--- config.mk ---
export PLATFORM = sky130hd
export DESIGN_NAME = sui_script_irq
export DESIGN_NICKNAME = d
export VERILOG_FILES = /design/src/hdl/sui_pkg.sv /design/src/hdl/sui_timer_if.sv /design/src/hdl/sui_interval_timer.sv /design/src/hdl/sui_script_irq.sv
export SDC_FILE = /design/constraint.sdc
export NUM_CORES = 2
export LEC_CHECK = 0
export BUFFER_PORTS_ARGS = -buffer_cell sky130_fd_sc_hd__clkbuf_2
export CAP_MARGIN = 20
export CORE_MARGIN = 8
export CORE_UTILIZATION = 35
export CTS_CLUSTER_SIZE = 20
export DETAILED_ROUTE_END_ITERATION = 16
export HOLD_SLACK_MARGIN = 0.02
export SYNTH_ARGS = -nofsm -noshare
export SYNTH_HDL_FRONTEND = slang
export SYNTH_SLANG_ARGS = --single-unit
--- constraint.sdc ---
create_clock -name clk -period 59.2 [get_ports clk]
set_clock_uncertainty 0.1 [all_clocks]
set_input_delay 0 -clock clk [delete_from_list [all_inputs] [get_ports clk]]
set_output_delay 0 -clock clk [all_outputs]
set_load 0.01 [all_outputs]
--- src/hdl/sui_pkg.sv ---
// Shared constants for the script interrupt unit
package sui_pkg;

	// ----------------------------------------------------------------
	// Widths
	// ----------------------------------------------------------------
	localparam int SUI_ADDR_W = 16;
	localparam int SUI_NSRC = 11;
	localparam int SUI_NFLAG = 2;

	// ----------------------------------------------------------------
	// Opcodes handled by this unit
	// ----------------------------------------------------------------
	localparam logic [7:0] SUI_GET_AXIS_PARAM_OP = 8'h06;
	localparam logic [7:0] SUI_SET_GLOBAL_PARAM_OP = 8'h09;
	localparam logic [7:0] SUI_GET_GLOBAL_PARAM_OP = 8'h0a;
	localparam logic [7:0] SUI_IRQ_ENABLE_OP = 8'h19;
	localparam logic [7:0] SUI_IRQ_DISABLE_OP = 8'h1a;
	localparam logic [7:0] SUI_CALC_ACCU_XREG_OP = 8'h21;
	localparam logic [7:0] SUI_BIND_VECTOR_OP = 8'h25;
	localparam logic [7:0] SUI_IRQ_RETURN_OP = 8'h26;
	localparam logic [7:0] SUI_VAR_WITH_XREG_OP = 8'h2b;
	localparam logic [7:0] SUI_XREG_WITH_VAR_OP = 8'h2c;
	localparam logic [7:0] SUI_MOVE_TO_ACCU_POS_OP = 8'h2e;
	localparam logic [7:0] SUI_DECREMENT_BRANCH_OP = 8'h31;
	localparam logic [7:0] SUI_ROTATE_LEFT_ACCU_OP = 8'h32;
	localparam logic [7:0] SUI_ROTATE_RIGHT_ACCU_OP = 8'h33;

	// ----------------------------------------------------------------
	// Arithmetic operation selectors (type field)
	// ----------------------------------------------------------------
	localparam logic [7:0] SUI_CALC_ADD = 8'h00;
	localparam logic [7:0] SUI_CALC_SUB = 8'h01;
	localparam logic [7:0] SUI_CALC_AND = 8'h02;
	localparam logic [7:0] SUI_CALC_OR = 8'h03;
	localparam logic [7:0] SUI_CALC_XOR = 8'h04;
	localparam logic [7:0] SUI_CALC_LOAD = 8'h05;

	// ----------------------------------------------------------------
	// Interrupt numbers, source index order is ascending number
	// ----------------------------------------------------------------
	localparam logic [7:0] SUI_TIMER_ZERO_IRQ_CONST = 8'h00;
	localparam logic [7:0] SUI_GLOBAL_IRQ_CONST = 8'hff;
	localparam logic [7:0] SUI_IRQ_SETTINGS_BANK = 8'h03;
	localparam logic [7:0] SUI_SRC_NUM [SUI_NSRC] = '{8'h00, 8'h01, 8'h02, 8'h03, 8'h0f, 8'h15,
		8'h1b, 8'h1c, 8'h27, 8'h28, 8'h29};
	localparam int SUI_IDX_TARGET = 3;
	localparam int SUI_IDX_STALL = 4;
	localparam int SUI_IDX_DEVIATION = 5;
	localparam int SUI_IDX_LEFT = 6;
	localparam int SUI_IDX_RIGHT = 7;
	localparam int SUI_IDX_INPUT0 = 8;

	// ----------------------------------------------------------------
	// Timing and reset values
	// ----------------------------------------------------------------
	localparam int SUI_CLK_MHZ = 100;
	localparam int SUI_TICK_US = 1000;
	localparam int SUI_CYC_PER_TICK = SUI_TICK_US * SUI_CLK_MHZ;
	localparam logic [31:0] SUI_PERIOD_RST = 32'h0000_0000;
	localparam logic [31:0] SUI_ACCU_RST = 32'h0000_0000;

	// ----------------------------------------------------------------
	// Types
	// ----------------------------------------------------------------
	typedef enum logic {SUI_MAIN, SUI_HANDLER} sui_mode_e;

endpackage : sui_pkg

--- src/hdl/sui_timer_if.sv ---
// Period and tick link between the interrupt core and one interval timer
`timescale 1ns/10ps
interface sui_timer_if;
	logic [31:0] period;
	logic tick;
	modport ctl (output period, input tick);
	modport tmr (input period, output tick);
endinterface : sui_timer_if

--- src/hdl/sui_interval_timer.sv ---
// Millisecond interval timer raising one tick per elapsed period
`timescale 1ns/10ps
module sui_interval_timer #(
	parameter int CYC_PER_TICK = sui_pkg::SUI_CYC_PER_TICK
) (
	// Clock and reset
	input wire logic clk,
	input wire logic rst,
	// Period in, tick out
	sui_timer_if.tmr tmr
);
	import sui_pkg::*;

	logic [31:0] preQ, preD;
	logic [31:0] msQ, msD;
	logic tickQ;
	wire logic msStep = (preQ >= 32'(CYC_PER_TICK - 1));
	wire logic expire = msStep && (msQ + 32'h1 >= tmr.period);
	wire logic running = (tmr.period != 32'h0);

	// Prescaler and period count; a zero period parks the timer
	assign preD = (!running || msStep) ? 32'h0 : preQ + 32'h1;
	assign msD = (!running || expire) ? 32'h0 : (msStep ? msQ + 32'h1 : msQ);

	// Counters
	always_ff @(posedge clk or posedge rst)
	begin
		if (rst)
		begin
			preQ <= 32'h0;
			msQ <= 32'h0;
			tickQ <= 1'b0;
		end
		else
		begin
			preQ <= preD;
			msQ <= msD;
			tickQ <= running && expire;
		end
	end

	assign tmr.tick = tickQ;

endmodule : sui_interval_timer

--- src/hdl/sui_script_irq.sv ---
// Accumulator context, interrupt dispatch and return for the script interpreter
`timescale 1ns/10ps

module sui_script_irq #(
	parameter int CYC_PER_TICK = sui_pkg::SUI_CYC_PER_TICK
) (
	// Clock and reset
	input wire logic clk,
	input wire logic rst,
	// Executed instruction from the interpreter
	input wire logic cmdValid,
	input wire logic cmdFromHost,
	input wire logic [7:0] cmdOpcode,
	input wire logic [7:0] cmdType,
	input wire logic [7:0] cmdBank,
	input wire logic [31:0] cmdValue,
	input wire logic [31:0] varRdData,
	// Value-reading result from the parameter side
	input wire logic readValid,
	input wire logic readFromHost,
	input wire logic [31:0] readData,
	// Program counter handshake
	input wire logic instrBoundary,
	input wire logic [sui_pkg::SUI_ADDR_W-1:0] pcNow,
	output logic pcLoad,
	output logic [sui_pkg::SUI_ADDR_W-1:0] pcTarget,
	output logic inHandler,
	// Event pins
	input wire logic targetReached,
	input wire logic stallDetect,
	input wire logic posDeviation,
	input wire logic leftStop,
	input wire logic rightStop,
	input wire logic [2:0] watchIn,
	// Context view
	output logic [31:0] accu,
	output logic [31:0] xreg,
	output logic [sui_pkg::SUI_NFLAG-1:0] flags,
	// Host reply
	output logic hostReplyValid,
	output logic [31:0] hostReplyData,
	// Variable write back
	output logic varWr,
	output logic [7:0] varWrIdx,
	output logic [31:0] varWrData,
	// Motion requests
	output logic moveValid,
	output logic [7:0] moveMode,
	output logic [31:0] moveTarget,
	output logic rotValid,
	output logic rotLeft,
	output logic [31:0] rotSpeed
);
	import sui_pkg::*;

	// ----------------------------------------------------------------
	// Arithmetic helper
	// ----------------------------------------------------------------
	function automatic logic [31:0] calc(input logic [7:0] op, input logic [31:0] a, input logic [31:0] b);
		case (op)
			SUI_CALC_ADD: calc = a + b;
			SUI_CALC_SUB: calc = a - b;
			SUI_CALC_AND: calc = a & b;
			SUI_CALC_OR: calc = a | b;
			SUI_CALC_XOR: calc = a ^ b;
			SUI_CALC_LOAD: calc = b;
			default: calc = a;
		endcase
	endfunction : calc

	// ----------------------------------------------------------------
	// Event pin synchronisers and edge detection
	// ----------------------------------------------------------------
	localparam int NPIN = 8;
	logic [NPIN-1:0] syncAQ, syncBQ, lastQ;
	logic [2:0] primeQ;
	wire logic [NPIN-1:0] pinsRaw = {watchIn, rightStop, leftStop, posDeviation, stallDetect, targetReached};

	// Two stages before any logic; a third stage holds the prior level
	always_ff @(posedge clk or posedge rst)
	begin
		if (rst)
		begin
			syncAQ <= '0;
			syncBQ <= '0;
			lastQ <= '0;
			primeQ <= '0;
		end
		else
		begin
			syncAQ <= pinsRaw;
			syncBQ <= syncAQ;
			lastQ <= syncBQ;
			primeQ <= {primeQ[1:0], 1'b1};
		end
	end

	// Motion events fire on rising edge, watched inputs on any change
	// Masked until the pipe refills after reset, so a pin already high raises nothing
	wire logic [4:0] riseEv = (syncBQ[4:0] & ~lastQ[4:0]) & {5{primeQ[2]}};
	wire logic [2:0] chgEv = (syncBQ[7:5] ^ lastQ[7:5]) & {3{primeQ[2]}};

	// ----------------------------------------------------------------
	// Interval timers, period set through bank 3
	// ----------------------------------------------------------------
	logic [31:0] periodQ [3];
	logic [2:0] timerTick;
	genvar gi;
	generate
		for (gi = 0; gi < 3; gi++)
		begin : g_tmr
			sui_timer_if tif ();
			assign tif.period = periodQ[gi];
			assign timerTick[gi] = tif.tick;
			sui_interval_timer #(.CYC_PER_TICK(CYC_PER_TICK)) u_tmr (.clk(clk), .rst(rst), .tmr(tif));
		end
	endgenerate

	// Source event vector in ascending interrupt number order
	wire logic [SUI_NSRC-1:0] srcEv = {chgEv, riseEv, timerTick};

	// ----------------------------------------------------------------
	// Instruction decode
	// ----------------------------------------------------------------
	wire logic progCmd = cmdValid && !cmdFromHost;
	wire logic isEnable = cmdValid && (cmdOpcode == SUI_IRQ_ENABLE_OP);
	wire logic isDisable = cmdValid && (cmdOpcode == SUI_IRQ_DISABLE_OP);
	wire logic isBind = cmdValid && (cmdOpcode == SUI_BIND_VECTOR_OP);
	wire logic isReturn = progCmd && (cmdOpcode == SUI_IRQ_RETURN_OP);
	wire logic isSetBank3 = cmdValid && (cmdOpcode == SUI_SET_GLOBAL_PARAM_OP) && (cmdBank == SUI_IRQ_SETTINGS_BANK);
	wire logic isCalcX = progCmd && (cmdOpcode == SUI_CALC_ACCU_XREG_OP);
	wire logic isVarX = progCmd && (cmdOpcode == SUI_VAR_WITH_XREG_OP);
	wire logic isXVar = progCmd && (cmdOpcode == SUI_XREG_WITH_VAR_OP);
	wire logic isDecBr = progCmd && (cmdOpcode == SUI_DECREMENT_BRANCH_OP);
	wire logic isMove = progCmd && (cmdOpcode == SUI_MOVE_TO_ACCU_POS_OP);
	wire logic isRotL = progCmd && (cmdOpcode == SUI_ROTATE_LEFT_ACCU_OP);
	wire logic isRotR = progCmd && (cmdOpcode == SUI_ROTATE_RIGHT_ACCU_OP);
	wire logic isGlobal = (cmdType == SUI_GLOBAL_IRQ_CONST);

	// Interrupt number to source one-hot
	logic [SUI_NSRC-1:0] numHit;
	always_comb
	begin
		for (int i = 0; i < SUI_NSRC; i++)
			numHit[i] = (cmdType == SUI_SRC_NUM[i]);
	end

	// ----------------------------------------------------------------
	// Interrupt state
	// ----------------------------------------------------------------
	sui_mode_e modeQ, modeD;
	logic [SUI_NSRC-1:0] pendQ, enQ, vecOkQ;
	logic [SUI_ADDR_W-1:0] vecQ [SUI_NSRC];
	logic globalEnQ;
	logic [31:0] accuQ, accuD, xregQ, xregD;
	logic [SUI_NFLAG-1:0] flagsQ, flagsD;
	logic [31:0] saveAccuQ, saveXQ;
	logic [SUI_NFLAG-1:0] saveFlagsQ;
	logic [SUI_ADDR_W-1:0] savePcQ;

	// Eligible sources and lowest-number pick
	wire logic [SUI_NSRC-1:0] ready = pendQ & enQ & vecOkQ;
	logic [SUI_NSRC-1:0] pick;
	logic [SUI_ADDR_W-1:0] pickVec;
	always_comb
	begin
		pick = '0;
		pickVec = '0;
		for (int i = SUI_NSRC - 1; i >= 0; i--)
		begin
			if (ready[i])
			begin
				pick = '0;
				pick[i] = 1'b1;
				pickVec = vecQ[i];
			end
		end
	end

	// Take only at a quiet boundary, outside any handler, with global enable
	// Held off while a pc load is pending, else the saved pc would be stale
	wire logic take = (modeQ == SUI_MAIN) && globalEnQ && (ready != '0) && instrBoundary
		&& !cmdValid && !pcLoad;

	// Mode sequencing
	always_comb
	begin
		modeD = modeQ;
		case (modeQ)
			SUI_MAIN: if (take) modeD = SUI_HANDLER;
			SUI_HANDLER: if (isReturn) modeD = SUI_MAIN;
			default: modeD = SUI_MAIN;
		endcase
	end

	// ----------------------------------------------------------------
	// Context next values
	// ----------------------------------------------------------------
	wire logic [31:0] varMinus = varRdData - 32'h1;
	wire logic progRead = readValid && !readFromHost;
	always_comb
	begin
		accuD = accuQ;
		xregD = xregQ;
		if (modeQ == SUI_HANDLER && isReturn)
		begin
			accuD = saveAccuQ;
			xregD = saveXQ;
		end
		else if (progRead)
			accuD = readData;
		else if (isCalcX && cmdType == SUI_CALC_LOAD)
			xregD = accuQ;
		else if (isCalcX)
			accuD = calc(cmdType, accuQ, xregQ);
		else if (isXVar)
			xregD = calc(cmdType, xregQ, varRdData);
	end

	// Flags track the last accumulator result: {negative, zero}
	always_comb
	begin
		flagsD = flagsQ;
		if (modeQ == SUI_HANDLER && isReturn)
			flagsD = saveFlagsQ;
		else if (accuD != accuQ || progRead || isCalcX)
			flagsD = {accuD[31], accuD == 32'h0};
	end

	// ----------------------------------------------------------------
	// Enables, vectors, settings and pending flags
	// ----------------------------------------------------------------
	always_ff @(posedge clk or posedge rst)
	begin
		if (rst)
		begin
			enQ <= '0;
			globalEnQ <= 1'b0;
			vecOkQ <= '0;
			pendQ <= '0;
			for (int i = 0; i < SUI_NSRC; i++)
				vecQ[i] <= '0;
			for (int i = 0; i < 3; i++)
				periodQ[i] <= SUI_PERIOD_RST;
		end
		else
		begin
			if (isEnable && isGlobal)
				globalEnQ <= 1'b1;
			else if (isDisable && isGlobal)
				globalEnQ <= 1'b0;
			if (isEnable)
				enQ <= enQ | numHit;
			else if (isDisable)
				enQ <= enQ & ~numHit;
			for (int i = 0; i < SUI_NSRC; i++)
			begin
				if (isBind && numHit[i])
				begin
					vecQ[i] <= cmdValue[SUI_ADDR_W-1:0];
					vecOkQ[i] <= 1'b1;
				end
			end
			for (int i = 0; i < 3; i++)
				if (isSetBank3 && numHit[i])
					periodQ[i] <= cmdValue;
			// New event beats the clear of the one being served
			pendQ <= (pendQ & ~(take ? pick : '0)) | srcEv;
		end
	end

	// ----------------------------------------------------------------
	// Context registers and save area
	// ----------------------------------------------------------------
	always_ff @(posedge clk or posedge rst)
	begin
		if (rst)
		begin
			modeQ <= SUI_MAIN;
			accuQ <= SUI_ACCU_RST;
			xregQ <= SUI_ACCU_RST;
			flagsQ <= '0;
			saveAccuQ <= SUI_ACCU_RST;
			saveXQ <= SUI_ACCU_RST;
			saveFlagsQ <= '0;
			savePcQ <= '0;
		end
		else
		begin
			modeQ <= modeD;
			accuQ <= accuD;
			xregQ <= xregD;
			flagsQ <= flagsD;
			if (take)
			begin
				saveAccuQ <= accuQ;
				saveXQ <= xregQ;
				saveFlagsQ <= flagsQ;
				savePcQ <= pcNow;
			end
		end
	end

	// ----------------------------------------------------------------
	// Program counter redirect, replies and side requests
	// ----------------------------------------------------------------
	wire logic decBrJump = isDecBr && (varMinus != 32'h0);
	wire logic retJump = isReturn && (modeQ == SUI_HANDLER);
	always_ff @(posedge clk or posedge rst)
	begin
		if (rst)
		begin
			pcLoad <= 1'b0;
			pcTarget <= '0;
			hostReplyValid <= 1'b0;
			hostReplyData <= '0;
			varWr <= 1'b0;
			varWrIdx <= '0;
			varWrData <= '0;
			moveValid <= 1'b0;
			moveMode <= '0;
			moveTarget <= '0;
			rotValid <= 1'b0;
			rotLeft <= 1'b0;
			rotSpeed <= '0;
		end
		else
		begin
			pcLoad <= take || retJump || decBrJump;
			pcTarget <= take ? pickVec : (retJump ? savePcQ : cmdValue[SUI_ADDR_W-1:0]);
			hostReplyValid <= readValid && readFromHost;
			hostReplyData <= readData;
			varWr <= isVarX || isDecBr;
			varWrIdx <= cmdValue[7:0];
			varWrData <= isDecBr ? varMinus : calc(cmdType, varRdData, xregQ);
			moveValid <= isMove;
			moveMode <= cmdType;
			moveTarget <= accuQ;
			rotValid <= isRotL || isRotR;
			rotLeft <= isRotL;
			rotSpeed <= accuQ;
		end
	end

	// Context view straight from the registers
	assign accu = accuQ;
	assign xreg = xregQ;
	assign flags = flagsQ;
	assign inHandler = (modeQ == SUI_HANDLER);

endmodule : sui_script_irq

-- After elaboration in Yosys (flattened, before gate mapping)
Index checks and enable logic that the tools add are counted.
- bits in registers: 811
- logic and storage cells: 265
- magnitude comparators: 6
- add/subtract/negate cells: 12
- bitwise operators: 20
- equality and inequality tests: 29
- muxes and demuxes: 56
- reduce and logical (&&, ||, !) cells: 81
- operators by type and width (kind ; number):
    32-bit two-way mux ; 19
    32-bit one-hot mux with 6 select lines ; 3
    16-bit two-way mux ; 13
    32-bit by 1-bit adder with 32-bit output (second input constant) ; 6
    11-bit two-way mux ; 14
    32-bit nonzero test ; 4
    8-bit by 6-bit == test with 1-bit output (second input constant) ; 12
    32-bit by 17-bit >= comparator with 1-bit output (second input constant) ; 3
    32-bit >= comparator ; 3
    32-bit subtractor ; 3
    32-bit adder ; 2
    32-bit bitwise AND ; 2
    32-bit bitwise OR ; 2
    32-bit XOR ; 2
    1-bit logical AND ; 46
    11-bit bitwise AND ; 4
    8-bit by 5-bit == test with 1-bit output (second input constant) ; 5
    32-bit zero test ; 1
    32-bit != test ; 1
    32-bit by 1-bit subtractor with 32-bit output (second input constant) ; 1
    8-bit by 2-bit == test with 1-bit output (second input constant) ; 3
    11-bit NOT ; 2
    11-bit bitwise OR ; 2
    8-bit by 3-bit == test with 1-bit output (second input constant) ; 2
    21 further kinds ; 49

-- Longest topological paths before layout
- depth in word-level cells: 17
- mapped depth: 26
- gate-level depth less buffers: 21

-- Cells and area by module
From an unflattened synthesis, not the netlist that was laid out.
- cells, all modules: 5302
- area total of the unflattened synthesis: 49964.2 sq um
- modules (own cells, without submodules) (module ; area each (sq um) ; instances ; seq. area each (sq um) ; cells each):
    sui_script_irq ; 37186.9 ; 1 ; 15414.8 ; 3917
    sui_interval_timer (g_tmr[0].u_tmr ...) ; 4281.6 ; 2 ; 1626.6 ; 462
    sui_interval_timer (g_tmr[2].u_tmr) ; 4214.0 ; 1 ; 1626.6 ; 461

-- Least setup slack after synthesis
OpenSTA, ideal clock, no wires.
- kind: in2reg
- from: input port cmdType[5]
- to: register flagsQ[0] (netlist: flags[0])
- required time: 59.031 ns
- arrival time: 5.249 ns
- stages on the path: 23
- library setup time: 0.069 ns
- slack: 53.782 ns
- path through: nor4_2 nand2_1 nor2_1 and2_1 clkbuf_1 clkbuf_1 clkbuf_1 buf_1 nor2_1 xnor2_1 ha_1 nor2b_1 o2111a_1 o21bai_1 a31oi_1 a41oi_1 o41ai_2 xnor2_1 nand2_1 a31oi_1 or4_1 or4_1 nand3_1
- longest elaborated chain between the ends: 10
- elaborated cells between the ends (all ways): 19
- ends and longest elaborated chain (what ; RTL line ; source):
    from (decl) ; sui_script_irq.sv:14 ; input wire logic [7:0] cmdType,
    8-bit by 3-bit == test with 1-bit output (tied with other cells) ; sui_script_irq.sv:60, sui_script_irq.sv:212 ;
    32-bit one-hot mux with 6 select lines ; sui_script_irq.sv:60 ; case (op)
    32-bit two-way mux ; sui_script_irq.sv:214 ; else if (isCalcX)
    32-bit two-way mux (*) ; sui_script_irq.sv:212 ; else if (isCalcX && cmdType == SUI_CALC_LOAD)
    32-bit two-way mux (*) ; sui_script_irq.sv:210 ; else if (progRead)
    32-bit two-way mux (*) ; sui_script_irq.sv:205 ; if (modeQ == SUI_HANDLER && isReturn)
    named net accuD[26] ; sui_script_irq.sv:155 ; logic [31:0] accuQ, accuD, xregQ, xregD;
    32-bit != test ; sui_script_irq.sv:226 ; else if (accuD != accuQ || progRead || isCalcX)
    1-bit logical OR (2 in series) ; sui_script_irq.sv:226 ;
    2-bit nonzero test (no source line) ; - ;
    to (signal assigned) ; sui_script_irq.sv:293 ; flagsQ <= flagsD;
    to (decl) ; sui_script_irq.sv:156 ; logic [SUI_NFLAG-1:0] flagsQ, flagsD;
Mark *: on every way through the listed nets, which the timed path passes. The rest lies on a longest branch. The select of a mux whose other input is x is not followed.
A chain may end at the register's enable or synchronous reset.

-- Worst setup path after layout
Ends and elaborated chain as after synthesis.

==> results.tsv <==
metric	value	unit
cts_setup_buffers	0	
setup-violations-final	0	
synth_area_leaders	dfrtp_1, ha_1, o21ai_0	
avgSynthCellArea	9.28	um^2
power.density	24.0	nW/um^2
async_flop_share	1.00	
core_area	137000	um^2
final_nets	6190	
maxCapViolations	0	
critPathLaunchType	primary input	
worstSkewPairLatency	0.72	ns
track_usage	0.241	
die_h	386	um
tightest_slew	1.28	ns
drt-total-wl	186000	um
fp-row-count	136	
die_w	386	um
vias	43800	
drive_gt1_frac	0.159	
grt_max_degree	172	
grt_pass1_wl	276000	um
final_cells	7593	
die_area	149000	um^2
clk_pin_slew	0.06	ns
yosysTopAreaCell	dfrtp_1	
status	finished, final reports clean	
cts_buffer_depth	3	
synth_area	48000	um^2
antenna_left	0	
grt-ovfl-total	0	
grt_pass1_vias	42800	
rsz0062_at_grt	false	
clockRootBuffer	clkbuf_16	
antenna_found_initial	20	
initial_utilization	0.351	
cp.required	59.75	ns
synth_cells	5173	
syn2layout_area_growth	20.4	%
layout_min_cycle_time	6.07	ns
vias_per_cell	5.77	
initialDrtViolationCount	4360	
cp.arrival	6.61	ns
ys.warnings.count	0	
synthFlopType	dfrtp_1	
drt_pass1_iterations	9	
hold_viol	0	
drc	0	
synthTopCellsByCount	dfrtp_1, nand2_1, o21ai_0	
fin_crit_sh	0.103	
cts_buffers	94	
peakVddDrop	23.9	uV
critPathKind	in -> reg	
hpwl	131000	um
synth_top_area_frac	0.423	
ys_seq_area_frac	0.423	
io_pins	384	
synth_edf_count	0	
dp_cells	7158	
relSlewSlack	0.148	
cts.htree.levels	3	
yosys.cell_count.top_type	dfrtp_1	
maxSlewViolCount	0	
end_kind	flip-flop	
cts_tree	built	
yosysUniqueCellTypes	101	
crit_fanout	35	
clock_sinks	811	
final.setup.tns	0	ns
port_buffers	383	
leakage	26.9	nW
hold_class	in -> reg	
ys_seq_elements	811	
place.gp.congestion	0.975	
wire_per_inst	24.5	um
fmax	0.165	GHz
[cell families (layout without fill, tap and decap cells)]
family | after synthesis | after routing | share of synthesized area
simple gates | 1519 | 1519 | 0.150
buf+inv | 598 | 1170 | 0.0500
compound gates | 1508 | 1508 | 0.206
mux | 192 | 192 | 0.0447
xor+xnor | 213 | 213 | 0.0389
flops | 811 | 811 | 0.423
other cells | 2 | 56 | 0.000156
fa+ha+maj | 330 | 330 | 0.0866
[state kept, by name, indices dropped and copies added, names as in the netlist, 32 cells and up, named ones only]
register          count
g_tmr.u_tmr.preQ     96
g_tmr.tif.period     96
rotSpeed             32
hostReplyData        32
xreg                 32
saveAccuQ            32
accu                 32
g_tmr.u_tmr.msQ      96
vecQ                176
saveXQ               32
varWrData            32
[final cells by class]
cell class / instances / area (um^2)
multi-input cells: 3808 / 25700
diodes: 10 / 25.0
clock inverters: 60 / 830
well taps: 1794 / 2240
clock buffers: 116 / 2580
fillers: 13400 / 79000
repair buffers: 733 / 5200
inverters: 261 / 987
flip-flops and latches: 811 / 20300
[where the power goes]
part	internal, W	leakage (nW)	total [W]	switching, W
sequential	0.000571	10.2	0.000594	0.0000231
clock	0.000375	1.66	0.000637	0.000262
combinational	0.0000588	15.0	0.000154	0.0000947
[final timing paths]
kind | from | to | slack (ns) | cells past startpoint
setup / recovery | cmdType[5] | flags[0] | 53.13 | 22
hold / removal | cmdValue[17] | g_tmr[0].tif.period[17] | 0.08 | 4
setup reg to reg | xreg[2] | varWrData[30] | 53.33 | 15
hold reg to reg | syncAQ[2] | syncBQ[2] | 0.24 | 0
max in group asynchronous | rst | pcTarget[13] | 55.05 | 8
min in group asynchronous | rst | pcTarget[0] | 0.44 | 4
[layout by cell type, fill, tap and decap left out, types with 23 or more instances in the layout]
cell	instances
dfrtp_1	811
nand2_1	511
o21ai_0	450
clkbuf_2	383
nor2_1	380
ha_1	326
a21oi_1	324
inv_1	257
dlygate4sd3_1	249
mux2_2	181
xnor2_1	138
nand3_1	121
buf_4	98
clkbuf_16	95
a21o_1	76
xor2_1	75
and3_1	71
nand4_1	69
nor3_1	67
a31oi_1	60
nor4_1	57
a221oi_1	54
a22oi_1	49
a221o_1	49
conb_1	46
a211oi_1	44
a32o_1	41
nor2b_1	38
o22ai_1	34
a222oi_1	34
o211ai_1	31
o31ai_1	30
o21bai_1	30
or3_1	29
nand2b_1	26
a22o_1	26
or2_2	23
[worst max-delay path, stage by stage]
cell	delay, ns
dlygate4sd3_1	0.53
clkbuf_2	0.20
nor4_2	0.30
buf_4	0.27
nand2_1	0.24
nor2_1	0.26
and2_2	0.92
nor2_1	0.12
xnor2_1	0.17
ha_1	0.36
nor2b_1	0.21
o2111a_1	0.31
o21bai_1	0.15
a31oi_1	0.36
a41oi_1	0.37
o41ai_2	0.48
xnor2_1	0.13
nand2_1	0.09
a31oi_1	0.10
or4_1	0.52
or4_1	0.41
nand3_1	0.09
[metal layers]
metal / track usage / up-vias / wire length (um)
met4: 0.102 / 16 / 7900
li1: - / 19700 / -
met2: 0.368 / 1948 / 80900
met1: 0.331 / 21700 / 80900
met3: 0.0493 / 424 / 16100
met5: 0 / - / 91
[stage by stage]
step	setup WS, ns	hold slack, ns	utilization	power [W]	area (um^2)
floorplan	36.32	-0.0686	-	0.000682	48200
global placement	53.11	0.0104	0.379	0.000742	51900
detailed placement	53.06	0.0103	0.379	0.000742	51900
CTS	53.25	0.0239	0.422	0.00140	57800
global route	52.81	0.0598	0.422	0.00144	57800
finish	53.13	0.0776	0.423	0.00138	57800
[what timing repair did]
item,CTS,global route
setup endpoints to repair,0,0
gates resized for setup,0,0
hold buffers,249,0
hold endpoints to repair,592,0
Note: power is estimated with default switching activity, not from simulation.
